[config.mk]
export PLATFORM = sky130hd
export DESIGN_NAME = psb_bus_config
export DESIGN_NICKNAME = d
export VERILOG_FILES = /design/src/rtl/psb_pkg.sv /design/src/rtl/psb_buf_if.sv /design/src/rtl/psb_buffer.sv /design/src/rtl/psb_bus_config.sv
export SDC_FILE = /design/constraint.sdc
export NUM_CORES = 1
export LEC_CHECK = 0
export BUFFER_PORTS_ARGS = -buffer_cell sky130_fd_sc_hd__buf_4
export CORE_UTILIZATION = 35
export DETAILED_ROUTE_END_ITERATION = 6
export GPL_TIMING_DRIVEN = 1
export SYNTH_ARGS = -nofsm -noshare
export SYNTH_HDL_FRONTEND = slang
export SYNTH_HIERARCHICAL = 1
export SYNTH_SLANG_ARGS = --single-unit
export TNS_END_PERCENT = 100
[constraint.sdc]
create_clock -name i_clock -period 2.66 [get_ports i_clock]
set_input_delay 0.133 -clock i_clock [delete_from_list [all_inputs] [get_ports i_clock]]
set_output_delay 0.133 -clock i_clock [all_outputs]
set_load 0.05 [all_outputs]
[src/rtl/psb_pkg.sv]
// Shared constants, types and helpers for the burst configuration block
package psb_pkg;

  localparam int ADDR_W = 22;
  localparam int DATA_W = 16;
  localparam int COL_W = 8;
  localparam int PIN_W = 4 + ADDR_W + DATA_W;
  localparam int CMD_W = 1 + ADDR_W + DATA_W;
  localparam int BUF_DEPTH = 2;

  // Bus configuration register layout
  localparam logic [15:0] BCR_RESET = 16'h1d1f;
  localparam logic [15:0] BCR_WMASK = 16'hfd3f;
  localparam int MODE_BIT = 15;
  localparam int LATTYPE_BIT = 14;
  localparam int LAT_HI = 13;
  localparam int LAT_LO = 11;
  localparam int WAITPOL_BIT = 10;
  localparam int WAITCFG_BIT = 8;
  localparam int DRIVE_HI = 5;
  localparam int DRIVE_LO = 4;
  localparam int WRAP_BIT = 3;
  localparam int BLEN_HI = 2;
  localparam int BLEN_LO = 0;

  // Register select on address bits 19:18
  localparam int REGSEL_HI = 19;
  localparam int REGSEL_LO = 18;
  localparam logic [1:0] REGSEL_REFRESH = 2'h0;
  localparam logic [1:0] REGSEL_IDENT = 2'h1;
  localparam logic [1:0] REGSEL_BUS = 2'h2;

  // Software access sequence
  localparam logic [ADDR_W-1:0] SW_ADDR = 22'h3fffff;
  localparam logic [15:0] SW_SEL_REFRESH = 16'h0000;
  localparam logic [15:0] SW_SEL_BUS = 16'h0001;
  localparam logic [15:0] SW_SEL_IDENT = 16'h0002;

  localparam logic [COL_W-1:0] ROW_LAST = 8'hff;
  localparam logic [3:0] LAT_RESERVED_CLOCKS = 4'h4;

  typedef enum logic [1:0] {
    ST_IDLE = 2'b00,
    ST_LAT = 2'b01,
    ST_BURST = 2'b10,
    ST_HOLD = 2'b11
  } psb_state_e;

  // Initial latency in clocks; reserved codes fall back to the default
  function automatic logic [3:0] latency_clocks(input logic [2:0] code);
    case (code)
      3'h0: return 4'h9;
      3'h2: return 4'h3;
      3'h3: return 4'h4;
      3'h4: return 4'h5;
      3'h5: return 4'h6;
      3'h6: return 4'h7;
      default: return LAT_RESERVED_CLOCKS;
    endcase
  endfunction

  // Words per burst; zero means continuous to the row end
  function automatic logic [5:0] burst_words(input logic [2:0] code);
    case (code)
      3'h1: return 6'h04;
      3'h2: return 6'h08;
      3'h3: return 6'h10;
      3'h4: return 6'h20;
      default: return 6'h00;
    endcase
  endfunction

  // Next column, wrapping inside the aligned block when asked
  function automatic logic [COL_W-1:0] next_col(
    input logic [COL_W-1:0] col,
    input logic [5:0] words,
    input logic wrap
  );
    logic [COL_W-1:0] mask;
    logic [COL_W-1:0] inc;
    mask = COL_W'(words) - 8'h01;
    inc = col + 8'h01;
    if (wrap && words != 6'h00)
    begin
      return (col & ~mask) | (inc & mask);
    end
    return inc;
  endfunction

endpackage

[src/rtl/psb_buf_if.sv]
// Valid/ready carrier between the sequencer and its command buffer
`timescale 1ns/1ps
`default_nettype none
interface psb_buf_if #(parameter int W = 8);
  logic in_valid;
  logic in_ready;
  logic [W-1:0] in_data;
  logic out_valid;
  logic out_ready;
  logic [W-1:0] out_data;

  modport buffer (
    input in_valid,
    input in_data,
    input out_ready,
    output in_ready,
    output out_valid,
    output out_data
  );

  modport user (
    output in_valid,
    output in_data,
    output out_ready,
    input in_ready,
    input out_valid,
    input out_data
  );
endinterface
`default_nettype wire

[src/rtl/psb_buffer.sv]
// Small shift queue; the head entry is itself the output register
`timescale 1ns/1ps
`default_nettype none
module psb_buffer #(
  parameter int W = 8,
  parameter int DEPTH = 2
) (
  input wire logic i_clock,
  input wire logic i_rst,
  psb_buf_if.buffer bus
);
  localparam int CW = $clog2(DEPTH + 1);

  typedef struct packed {
    logic [DEPTH-1:0][W-1:0] q;
    logic [CW-1:0] cnt;
  } psb_buf_s;

  psb_buf_s r;
  psb_buf_s n;
  logic push;
  logic pop;
  logic [CW-1:0] idx;

  // Ready depends on fill only, so a stalled drain really fills it
  assign bus.in_ready = r.cnt < CW'(DEPTH);
  assign bus.out_valid = r.cnt != '0;
  assign bus.out_data = r.q[0];

  always_comb
  begin
    n = r;
    push = bus.in_valid & bus.in_ready;
    pop = bus.out_valid & bus.out_ready;
    idx = r.cnt - CW'(pop);
    if (pop)
    begin
      for (int i = 0; i < DEPTH - 1; i++)
      begin
        n.q[i] = r.q[i + 1];
      end
      n.q[DEPTH-1] = '0;
    end
    if (push)
    begin
      for (int i = 0; i < DEPTH; i++)
      begin
        if (CW'(i) == idx)
        begin
          n.q[i] = bus.in_data;
        end
      end
    end
    n.cnt = r.cnt + CW'(push) - CW'(pop);
  end

  always_ff @(posedge i_clock)
  begin
    if (i_rst)
    begin
      r <= '0;
    end
    else
    begin
      r <= n;
    end
  end
endmodule
`default_nettype wire

[src/rtl/psb_bus_config.sv]
// Bus configuration register with the burst sequencer it governs
//
// Operation
// - Register loads 1d1f at reset before any host access.
// - Select pin with address 19:18 = 10, or software step three 0001.
// - Software third-step data picks refresh 0000, bus 0001, identity 0002.
// - Bit 15: zero synchronous burst, one asynchronous access.
// - Bit 14: zero variable latency (default), one fixed latency.
// - Bits 13:11 latency code: 9,3,4,5,6,7 clocks; 001, 111 reserved.
// - Bit 10 sets hold-off polarity; one means active high, default.
// - Bit 8: zero asserts hold-off during delay, one a cycle ahead.
// - Bit 8 clear: data changes on the same edge as hold-off changes.
// - Bit 8 set: hold-off changes one clock before data changes.
// - Bits 5:4 drive strength: full, half default, quarter; 11 reserved.
// - Bit 3: zero wraps within burst length, one runs sequentially.
// - Bits 2:0 burst length 4, 8, 16, 32 or continuous (111).
// - Write bursts follow the same length and wrap as reads.
// - Continuous bursts run sequentially until the row end.
// - Without wrap a fixed burst stops at the row end.
// - With wrap the address cycles inside the aligned burst block.
`timescale 1ns/1ps
`default_nettype none
module psb_bus_config #(
  parameter int BUF_DEPTH = psb_pkg::BUF_DEPTH
) (
  input wire logic i_clock,
  input wire logic i_rst,
  input wire logic i_ce_n,
  input wire logic i_adv_n,
  input wire logic i_we_n,
  input wire logic i_config_register_select_pin,
  input wire logic [psb_pkg::ADDR_W-1:0] i_addr,
  input wire logic [psb_pkg::DATA_W-1:0] i_dq,
  output logic [psb_pkg::DATA_W-1:0] o_dq,
  output logic o_dq_oe_n,
  output logic o_wait,
  output logic o_wait_oe_n,
  output logic [1:0] o_drive_strength,
  output logic [psb_pkg::DATA_W-1:0] o_bus_config_register,
  input wire logic i_refresh_busy,
  output logic o_arr_valid,
  input wire logic i_arr_ready,
  output logic o_arr_we,
  output logic [psb_pkg::ADDR_W-1:0] o_arr_addr,
  output logic [psb_pkg::DATA_W-1:0] o_arr_wdata,
  input wire logic i_arr_rvalid,
  input wire logic [psb_pkg::DATA_W-1:0] i_arr_rdata
);
  import psb_pkg::*;

  typedef struct packed {
    psb_state_e st;
    logic [PIN_W-1:0] pin_m;
    logic [PIN_W-1:0] pin_s;
    logic ce_d;
    logic adv_d;
    logic [15:0] bus_configuration;
    logic [3:0] lat_cnt;
    logic [ADDR_W-1:0] addr;
    logic [5:0] blen;
    logic [5:0] words_left;
    logic cont;
    logic wrap;
    logic is_write;
    logic is_reg;
    logic reg_bus;
    logic sw_op;
    logic [1:0] sw_step;
    logic [1:0] sw_target;
    logic [DATA_W-1:0] s1;
    logic [DATA_W-1:0] s2;
    logic wait_pin;
    logic wait_oe_n;
    logic dq_drive;
  } psb_core_s;

  psb_core_s r;
  psb_core_s n;

  logic s_ce_n;
  logic s_adv_n;
  logic s_we_n;
  logic s_cre;
  logic [ADDR_W-1:0] s_addr;
  logic [DATA_W-1:0] s_dq;
  logic start;
  logic ce_rise;
  logic async_mode;
  logic variable_lat;
  logic sw_hit;
  logic sw_reg;
  logic rd_pend;
  logic hold_act;
  logic ev;
  logic [DATA_W-1:0] ev_data;
  logic push_valid;
  logic [CMD_W-1:0] push_data;
  logic wrap_now;

  psb_buf_if #(.W(CMD_W)) cmd_if ();

  psb_buffer #(
    .W(CMD_W),
    .DEPTH(BUF_DEPTH)
  ) u_buf (
    .i_clock(i_clock),
    .i_rst(i_rst),
    .bus(cmd_if.buffer)
  );

  // Only the second synchroniser stage is read by the logic
  assign s_ce_n = r.pin_s[PIN_W-1];
  assign s_adv_n = r.pin_s[PIN_W-2];
  assign s_we_n = r.pin_s[PIN_W-3];
  assign s_cre = r.pin_s[PIN_W-4];
  assign s_addr = r.pin_s[ADDR_W+DATA_W-1:DATA_W];
  assign s_dq = r.pin_s[DATA_W-1:0];

  assign start = ~s_ce_n & ~s_adv_n & r.adv_d;
  assign ce_rise = s_ce_n & ~r.ce_d;
  assign async_mode = r.bus_configuration[MODE_BIT];
  assign variable_lat = ~r.bus_configuration[LATTYPE_BIT];
  assign sw_hit = async_mode & ~s_cre & (s_addr == SW_ADDR);
  assign sw_reg = sw_hit & r.sw_step[1];
  assign rd_pend = (r.st == ST_BURST || r.st == ST_HOLD) &
                   ~r.is_write & ~r.is_reg;
  assign wrap_now = r.wrap & ~r.cont;

  assign cmd_if.in_valid = push_valid;
  assign cmd_if.in_data = push_data;
  assign cmd_if.out_ready = i_arr_ready;
  assign o_arr_valid = cmd_if.out_valid;
  assign o_arr_we = cmd_if.out_data[CMD_W-1];
  assign o_arr_addr = cmd_if.out_data[ADDR_W+DATA_W-1:DATA_W];
  assign o_arr_wdata = cmd_if.out_data[DATA_W-1:0];

  // Leading hold-off: data held back one more stage
  assign o_dq = r.bus_configuration[WAITCFG_BIT] ? r.s2 : r.s1;
  assign o_dq_oe_n = ~r.dq_drive;
  assign o_wait = r.wait_pin;
  assign o_wait_oe_n = r.wait_oe_n;
  assign o_drive_strength = r.bus_configuration[DRIVE_HI:DRIVE_LO];
  assign o_bus_config_register = r.bus_configuration;

  always_comb
  begin
    n = r;
    ev = 1'b0;
    ev_data = '0;
    push_valid = 1'b0;
    push_data = '0;
    hold_act = 1'b0;
    n.pin_m = {i_ce_n, i_adv_n, i_we_n, i_config_register_select_pin,
               i_addr, i_dq};
    n.pin_s = r.pin_m;
    n.ce_d = s_ce_n;
    n.adv_d = s_adv_n;

    unique case (r.st)
      ST_IDLE,
      ST_HOLD:
      begin
        if (start)
        begin
          n.addr = s_addr;
          n.is_write = ~s_we_n;
          n.sw_op = sw_hit;
          n.is_reg = s_cre | sw_reg;
          n.reg_bus = s_cre ?
            (s_addr[REGSEL_HI:REGSEL_LO] == REGSEL_BUS) :
            (r.sw_step == 2'h3 && r.sw_target == SW_SEL_BUS[1:0]);
          if (s_cre && !s_we_n &&
              s_addr[REGSEL_HI:REGSEL_LO] == REGSEL_BUS)
          begin
            n.bus_configuration = s_addr[DATA_W-1:0] & BCR_WMASK;
          end
          n.blen = burst_words(r.bus_configuration[BLEN_HI:BLEN_LO]);
          n.words_left = (async_mode || n.is_reg) ? 6'h01 : n.blen;
          n.cont = n.words_left == 6'h00;
          n.wrap = ~r.bus_configuration[WRAP_BIT];
          n.lat_cnt = async_mode ? 4'h0 :
            latency_clocks(r.bus_configuration[LAT_HI:LAT_LO]) - 4'h1;
          n.st = (n.is_reg && n.is_write) ? ST_HOLD : ST_LAT;
        end
      end
      ST_LAT:
      begin
        hold_act = 1'b1;
        if (r.lat_cnt == 4'h0)
        begin
          n.st = ST_BURST;
        end
        // Refresh only stretches variable latency; fixed already covers it
        else if (!(variable_lat && i_refresh_busy && !async_mode))
        begin
          n.lat_cnt = r.lat_cnt - 4'h1;
        end
      end
      ST_BURST:
      begin
        if (r.is_reg)
        begin
          ev = 1'b1;
          ev_data = r.reg_bus ? r.bus_configuration : '0;
          n.st = ST_HOLD;
        end
        else if (cmd_if.in_ready)
        begin
          push_valid = 1'b1;
          push_data = {r.is_write, r.addr, s_dq};
          ev = r.is_write;
          n.addr = {r.addr[ADDR_W-1:COL_W],
                    next_col(r.addr[COL_W-1:0], r.blen, wrap_now)};
          if (!r.cont)
          begin
            n.words_left = r.words_left - 6'h01;
          end
          if ((!r.cont && r.words_left == 6'h01) ||
              (!wrap_now && r.addr[COL_W-1:0] == ROW_LAST))
          begin
            n.st = ST_HOLD;
          end
        end
        hold_act = ~ev;
      end
    endcase

    if (rd_pend && i_arr_rvalid)
    begin
      ev = 1'b1;
      ev_data = i_arr_rdata;
      hold_act = 1'b0;
    end

    // Deselect ends any access; late read returns are dropped
    if (s_ce_n && r.st != ST_IDLE)
    begin
      n.st = ST_IDLE;
    end

    // Write data is taken at deselect, so the host must hold it past then
    if (ce_rise)
    begin
      n.sw_step = 2'h0;
      if (r.sw_op)
      begin
        unique case (r.sw_step)
          2'h0: n.sw_step = r.is_write ? 2'h0 : 2'h1;
          2'h1: n.sw_step = r.is_write ? 2'h0 : 2'h2;
          2'h2:
          begin
            if (r.is_write && s_dq <= SW_SEL_IDENT)
            begin
              n.sw_target = s_dq[1:0];
              n.sw_step = 2'h3;
            end
          end
          2'h3:
          begin
            if (r.is_write && r.sw_target == SW_SEL_BUS[1:0])
            begin
              n.bus_configuration = s_dq & BCR_WMASK;
            end
          end
        endcase
      end
    end

    n.s1 = ev ? ev_data : r.s1;
    n.s2 = r.s1;
    // Polarity follows a register written this cycle, not the old one
    n.wait_pin = n.bus_configuration[WAITPOL_BIT] ? hold_act : ~hold_act;
    n.wait_oe_n = s_ce_n;
    n.dq_drive = ~s_ce_n & ~r.is_write & (r.st != ST_IDLE);
  end

  always_ff @(posedge i_clock)
  begin
    if (i_rst)
    begin
      r <= '0;
      r.bus_configuration <= BCR_RESET;
      // Pins leave reset at idle levels so no false edge or drive follows
      r.pin_m[PIN_W-1:PIN_W-3] <= 3'h7;
      r.pin_s[PIN_W-1:PIN_W-3] <= 3'h7;
      r.adv_d <= 1'b1;
      r.ce_d <= 1'b1;
      r.wait_oe_n <= 1'b1;
    end
    else
    begin
      r <= n;
    end
  end
endmodule
`default_nettype wire

# Word-level counts from Yosys, hierarchy flattened
# Index checks and enable logic that the tools add are counted.
# W data, S select, Z words.
[word_totals] register_bits=266 inputBits=63 output_inout_bits=77 elab_cells=205
[classes] addsub=8 magnitude_cmp=2 n_eq_ne=29 n_mux=68 n_bitwise=32 n_reduce_logical=40
[op_table] operator="$mux W39" count=5
[op_table] operator="$mux W16" count=11
[op_table] operator="$mux W78" count=2
[op_table] operator="$mux W60" count=1
[op_table] operator="$pmux W22 S2" count=1
[op_table] operator="$mux W6" count=6
[op_table] operator="$mux W8" count=4
[op_table] operator="$mux W4" count=7
[op_table] operator="$pmux W6 S4" count=1
[op_table] operator="$eq A22 B22 Y1 const B" count=1
[op_table] operator="$pmux W4 S5" count=1
[op_table] operator="$and A8 B8 Y8" count=2
[op_table] operator="$le A16 B2 Y1 const B" count=1
[op_table] operator="$mux W1" count=16
[op_table] operator="$mux W2" count=8
[op_table] operator="$reduce_and A4 Y1" count=4
[op_table] operator="$not A1 Y1" count=14
[op_table] operator="$and A1 B1 Y1" count=13
[op_table] operator="$logic_and A1 B1 Y1" count=13
[op_table] operator="$eq A3 B3 Y1 const B" count=4
[op_table] operator="$ne A2 B2 Y1 const B" count=6
[op_table] operator="$pmux W2 S3" count=2
[op_table] operator="$pmux W6 S2" count=1
[op_table] operator="$eq A2 B2 Y1 const B" count=5
[op_table] operator="other kinds (32)" count=50

# Longest topological paths before layout
[logic_depth] ltp_word=15 mapped_depth=12 mapped_depth_nobuf=8

# Hierarchy
# Netlist, hierarchy kept.
[by_module_without_submodules] module="psb_bus_config" instances=1 cells_each=784 area_each_um2=7453.4 seq_area_each_um2=3683.5
[by_module_without_submodules] module="psb_buffer" instances=1 cells_each=366 area_each_um2=3428.3 seq_area_each_um2=1601.5

# Least setup slack after synthesis
# Ideal clock, no wire load.
[synth_path] kind="reg2reg" startpoint="register r[185] in the netlist's numbering" endpoint="register u_buf/r[1] in the netlist's numbering" setup_ns=0.142 t_arrival_ns=2.144 required_ns=2.518 setup_slack_ns=0.374 path_stages_with_launch=13 path_buffers=4 synth_period_minus_slack_ns=2.286 cell_sequence="dfxtp_1 > inv_1 > ha_1 > and3b_1 > clkbuf_1 > clkbuf_1 > nand2b_4 > buf_6 > clkbuf_1 > xnor2_1 > ha_1 > nor3_1 > nor3_1"
[synth_via] elab_chain_len=5
[synth_rtl] element="start: declaration" line="psb_bus_config.sv:77" rtl="psb_core_s r;"
[synth_rtl] element="start signal: assignment" line="psb_bus_config.sv:292" rtl="r <= n;"
[synth_rtl] element="$eq A2 B2 Y1" line="psb_bus_config.sv:159" rtl="unique case (r.st)"
[synth_rtl] element="$mux W1" line="psb_bus_config.sv:159"
[synth_rtl] element="via cmd_if.in_valid" line="psb_buf_if.sv:5" rtl="logic in_valid;"
[synth_rtl] element="$and A1 B1 Y1" line="psb_buffer.sv:33" rtl="push = bus.in_valid & bus.in_ready;"
[synth_rtl] element="$add A2 B1 Y2" line="psb_buffer.sv:54" rtl="n.cnt = r.cnt + CW'(push) - CW'(pop);"
[synth_rtl] element="$sub A2 B1 Y2" line="psb_buffer.sv:54"
[synth_rtl] element="end signal: assignment" line="psb_buffer.sv:65" rtl="r <= n;"
[synth_rtl] element="end: declaration" line="psb_buffer.sv:19" rtl="psb_buf_s r;"
# The timed path passes the listed nets, and every way through them passes these cells.
# A chain may end at the register's enable or synchronous reset.

# Final worst setup path
[layout_path] startpoint="register r[185] in the netlist's numbering" endpoint="register r (netlist bit o_bus_config_register[10])"
[layout_via] elab_chain_len=7 elab_cells_between_ends=8 classes_between="1 x eq/ne; 5 x mux; 2 x reduce/logical"
[layout_rtl] element="$eq A2 B2 Y1 / $logic_not A2 Y1 (equally long branches)" line="psb_bus_config.sv:159"
[layout_rtl] element="$reduce_or A2 Y1 *"
[layout_rtl] element="$mux W16 *" line="psb_bus_config.sv:159"
[layout_rtl] element="$mux W16" line="psb_bus_config.sv:260" rtl="if (r.is_write && r.sw_target == SW_SEL_BUS[1:0])"
[layout_rtl] element="$mux W16" line="psb_bus_config.sv:247" rtl="unique case (r.sw_step)"
[layout_rtl] element="$mux W16" line="psb_bus_config.sv:245" rtl="if (r.sw_op)"
[layout_rtl] element="$mux W16 *" line="psb_bus_config.sv:242" rtl="if (ce_rise)"
# Every way passes the cells marked *; elsewhere a longest branch is shown, timed or not.

==> flow_summary.yaml <==
synthesis:
  synthFlopType: "dfxtp_1"
  synth_edf_count: 0
  synth_nets: 1226
  synth_cells: 1150
  yosys_register_bits: 264
  ys.warnings.count: 6
  synth_area_sq_um: 10900
  yosysSeqAreaShare: 0.486
  yosysUniqueCellTypes: 67
  async_reset_ff_frac: 0
  avgSynthCellArea_sq_um: 9.46
final_layout:
  num-fill-cells: 2990
  drive_gt1_frac: 0.211
  nNetsFinal: 1342
  synthToLayoutAreaGrowth_pct: 24.1
  n_antenna_cell: 0
  mostFrequentLayoutCell: "dfxtp_1"
  most-common-layout-cells: "dfxtp_1, buf_4, nand2_1, nor2b_1, nor2_1"
routing:
  ant_nets: 0
  first_iter_violations: 580
  avgViaCountPerCell: 5.05
  post_drt_wl_per_cell_um: 16.7
  drt_wl_total_um: 28100
  drcViolationCount: 1
  vias: 8494
  first_pass_iters: 7
timing:
  rsz0062_at_grt: "false"
  skew_ns: 0.0170
  worst_slew_pin_slew_ns: 0.737
  final_max_slew_viol_count: 0
  hold_viol_final: 0
  fmax_mhz: 421
  period_needed_ns: 2.38
  finalSetupViolCount: 0
  final.period_utilization: 0.893
  setup-tns-final_ns: 0
  slew_headroom: 0.509
  holdWs_ns: 0.0991
die:
  num_rows: 64
  initial_core_util: 0.356
  core_area_sq_um: 30600
  die_area_sq_um: 31800
  ioPinCount: 140
  die_x_um: 178
  die_y_um: 178
clock_network:
  post-cts-setup-buffer-count: 0
  cts_tree: "yes"
  cts-root-buf: "clkbuf_16"
  cts.sinks: 264
  clk_path_buf_depth: 3
  clk_pin_slew_ns: 0.06
  post_cts_resized: 0
  worstSkewPairLatency_ns: 0.55
  htreeDepth: 1
  numCtsBuffers: 28
  ctsHoldBuffers: 61
grt:
  grt_pass1_wl_um: 43500
  overflow: 0
  grt_pass1_vias: 7883
  track_usage: 0.172
  met3_usage: 0.0281
  grt_max_degree: 98
  met2_usage: 0.272
  antenna_found_initial: 0
  met1_usage: 0.241
  busiest_layer: "met2"
worst_hold_path:
  hp-class: "in2reg"
power_and_ir_drop:
  power.density_nw_per_um2: 879
  ir_worst_vdd_uv: 497
  p_leak_nw: 5.32
placement:
  io_buffers: 139
  gp_congestion: 0.821
  place_hpwl_um: 19100
setup_path:
  crit_start: "r[185]$_SDFFE_PP0P_"
  critPathKind: "reg2reg"
  r2r_start: "r[185]$_SDFFE_PP0P_"
  ff2ff_path_depth: 7
  rrSetupSlack_ns: 0.28
  end_kind: "flop"
  worst_ep_required_time_ns: 3.09
  crit_path_end: "o_bus_config_register[10]$_SDFF_PP1_"
  cp-start-kind: "flop"
  cp_max_fo: 14
  arrival_ns: 2.81
  regToRegEndpoint: "o_bus_config_register[10]$_SDFF_PP1_"
run_status:
  status: "complete, but fails checks"
  violations: "design-rule violations"
run:
  cap_violations: 0
[power breakdown]
group,total [mW],switching [mW],internal (mW)
clock,4.29,1.61,2.68
sequential,4.55,0.260,4.29
combinational,3.02,1.96,1.06
[cells in the mapped netlist, types with 4 or more instances]
cell type    n  area [sq um]
and2_1      43           269
ha_1        13           163
a22o_1      39           342
clkbuf_1    59           221
nor3b_1      4          30.0
nand4_1      6          37.5
buf_2       17          85.1
a22oi_1     16           120
mux2_2      17           191
buf_4       60           450
dfxtp_1    264          5290
mux2i_1     14           140
a31oi_1      6          37.5
inv_1       16          60.1
o21ai_0     10          50.1
a21oi_1     40           200
nor3_1      54           270
nor4_1       9          56.3
nor2b_1     98           613
xnor2_1      5          43.8
a222oi_1    16           160
a311oi_2    10           150
o22ai_1      4          25.0
nand2_1    108           405
xor2_1       6          52.6
nand3_1      9          45.0
or2_1        6          37.5
a311oi_1    29           254
or2_2       14          87.6
a211oi_1    15           113
nor2_1      85           319
[area by class of cell]
| type | instances | area (sq um) | area share |
|---|---|---|---|
| clock buffer | 36 | 791 | 0.0586 |
| clock inverter | 14 | 246 | 0.0183 |
| inverter | 17 | 63.8 | 0.00473 |
| multi-input combinational | 729 | 4750 | 0.352 |
| sequential | 264 | 5290 | 0.391 |
| tap | 396 | 495 | 0.0367 |
| timing repair buffer | 226 | 1870 | 0.138 |
[per-stage QoR]
stage	setup slack (ns)	utilization	cells	total power, mW	instance area [sq um]
3_3_place_gp	0.379	0.388	1571	7.55	11900
6_report	0.283	0.441	1682	11.9	13500
5_1_grt	0.131	0.441	1682	12.4	13500
4_1_cts	0.271	0.441	1682	12.0	13500
2_1_floorplan	0.374	-	1150	6.91	10900
3_5_place_dp	0.289	0.388	1571	7.58	11900
[how the worst min path moves through the flow]
stage | startpoint | end | slack [ns] | cells past startpoint
floorplan | i_we_n | n[140]$_SDFF_PP1_ | 0.24 | 1
global placement | i_ce_n | n[142]$_SDFF_PP1_ | 0.32 | 2
detailed placement | i_ce_n | n[142]$_SDFF_PP1_ | 0.32 | 2
CTS | i_refresh_busy | r[81]$_SDFFE_PP0P_ | 0.08 | 5
global route | i_refresh_busy | r[80]$_SDFFE_PP0P_ | 0.14 | 5
finish | i_refresh_busy | r[81]$_SDFFE_PP0P_ | 0.1 | 5
[logic make-up (layout without fill, tap and decap cells)]
family	Yosys count	after routing	synth area share
fa+ha+maj	13	13	0.0149
mux	31	31	0.0305
xor+xnor	11	11	0.00885
buf+inv	157	293	0.0789
flops	264	264	0.486
simple gates	468	468	0.229
compound gates	206	206	0.152
[per-layer routing]
| layer | vias to the layer above | wire length, um |
|---|---|---|
| li1 | 4196 | - |
| met1 | 4036 | 13100 |
| met2 | 231 | 13100 |
| met3 | 31 | 1460 |
| met4 | 0 | 489 |
| met5 | - | 0 |
[worst max-delay path: stages (launching register included)]
cell      delay (ns)
dfxtp_1         0.40
inv_1           0.09
ha_1            0.44
nor4b_4         0.34
nand4b_4        0.35
mux2i_1         0.25
a21oi_1         0.11
or2_2           0.27
[flip-flops by register name, indices dropped and copies added (netlist names), named ones only]
name / count
u_buf/r: 41
u_buf/bus.out_data: 39
o_bus_config_register: 16
r: 100
n: 60
o_wait_oe_n: 1
o_wait: 1
Power figures use the tool's default switching activity.
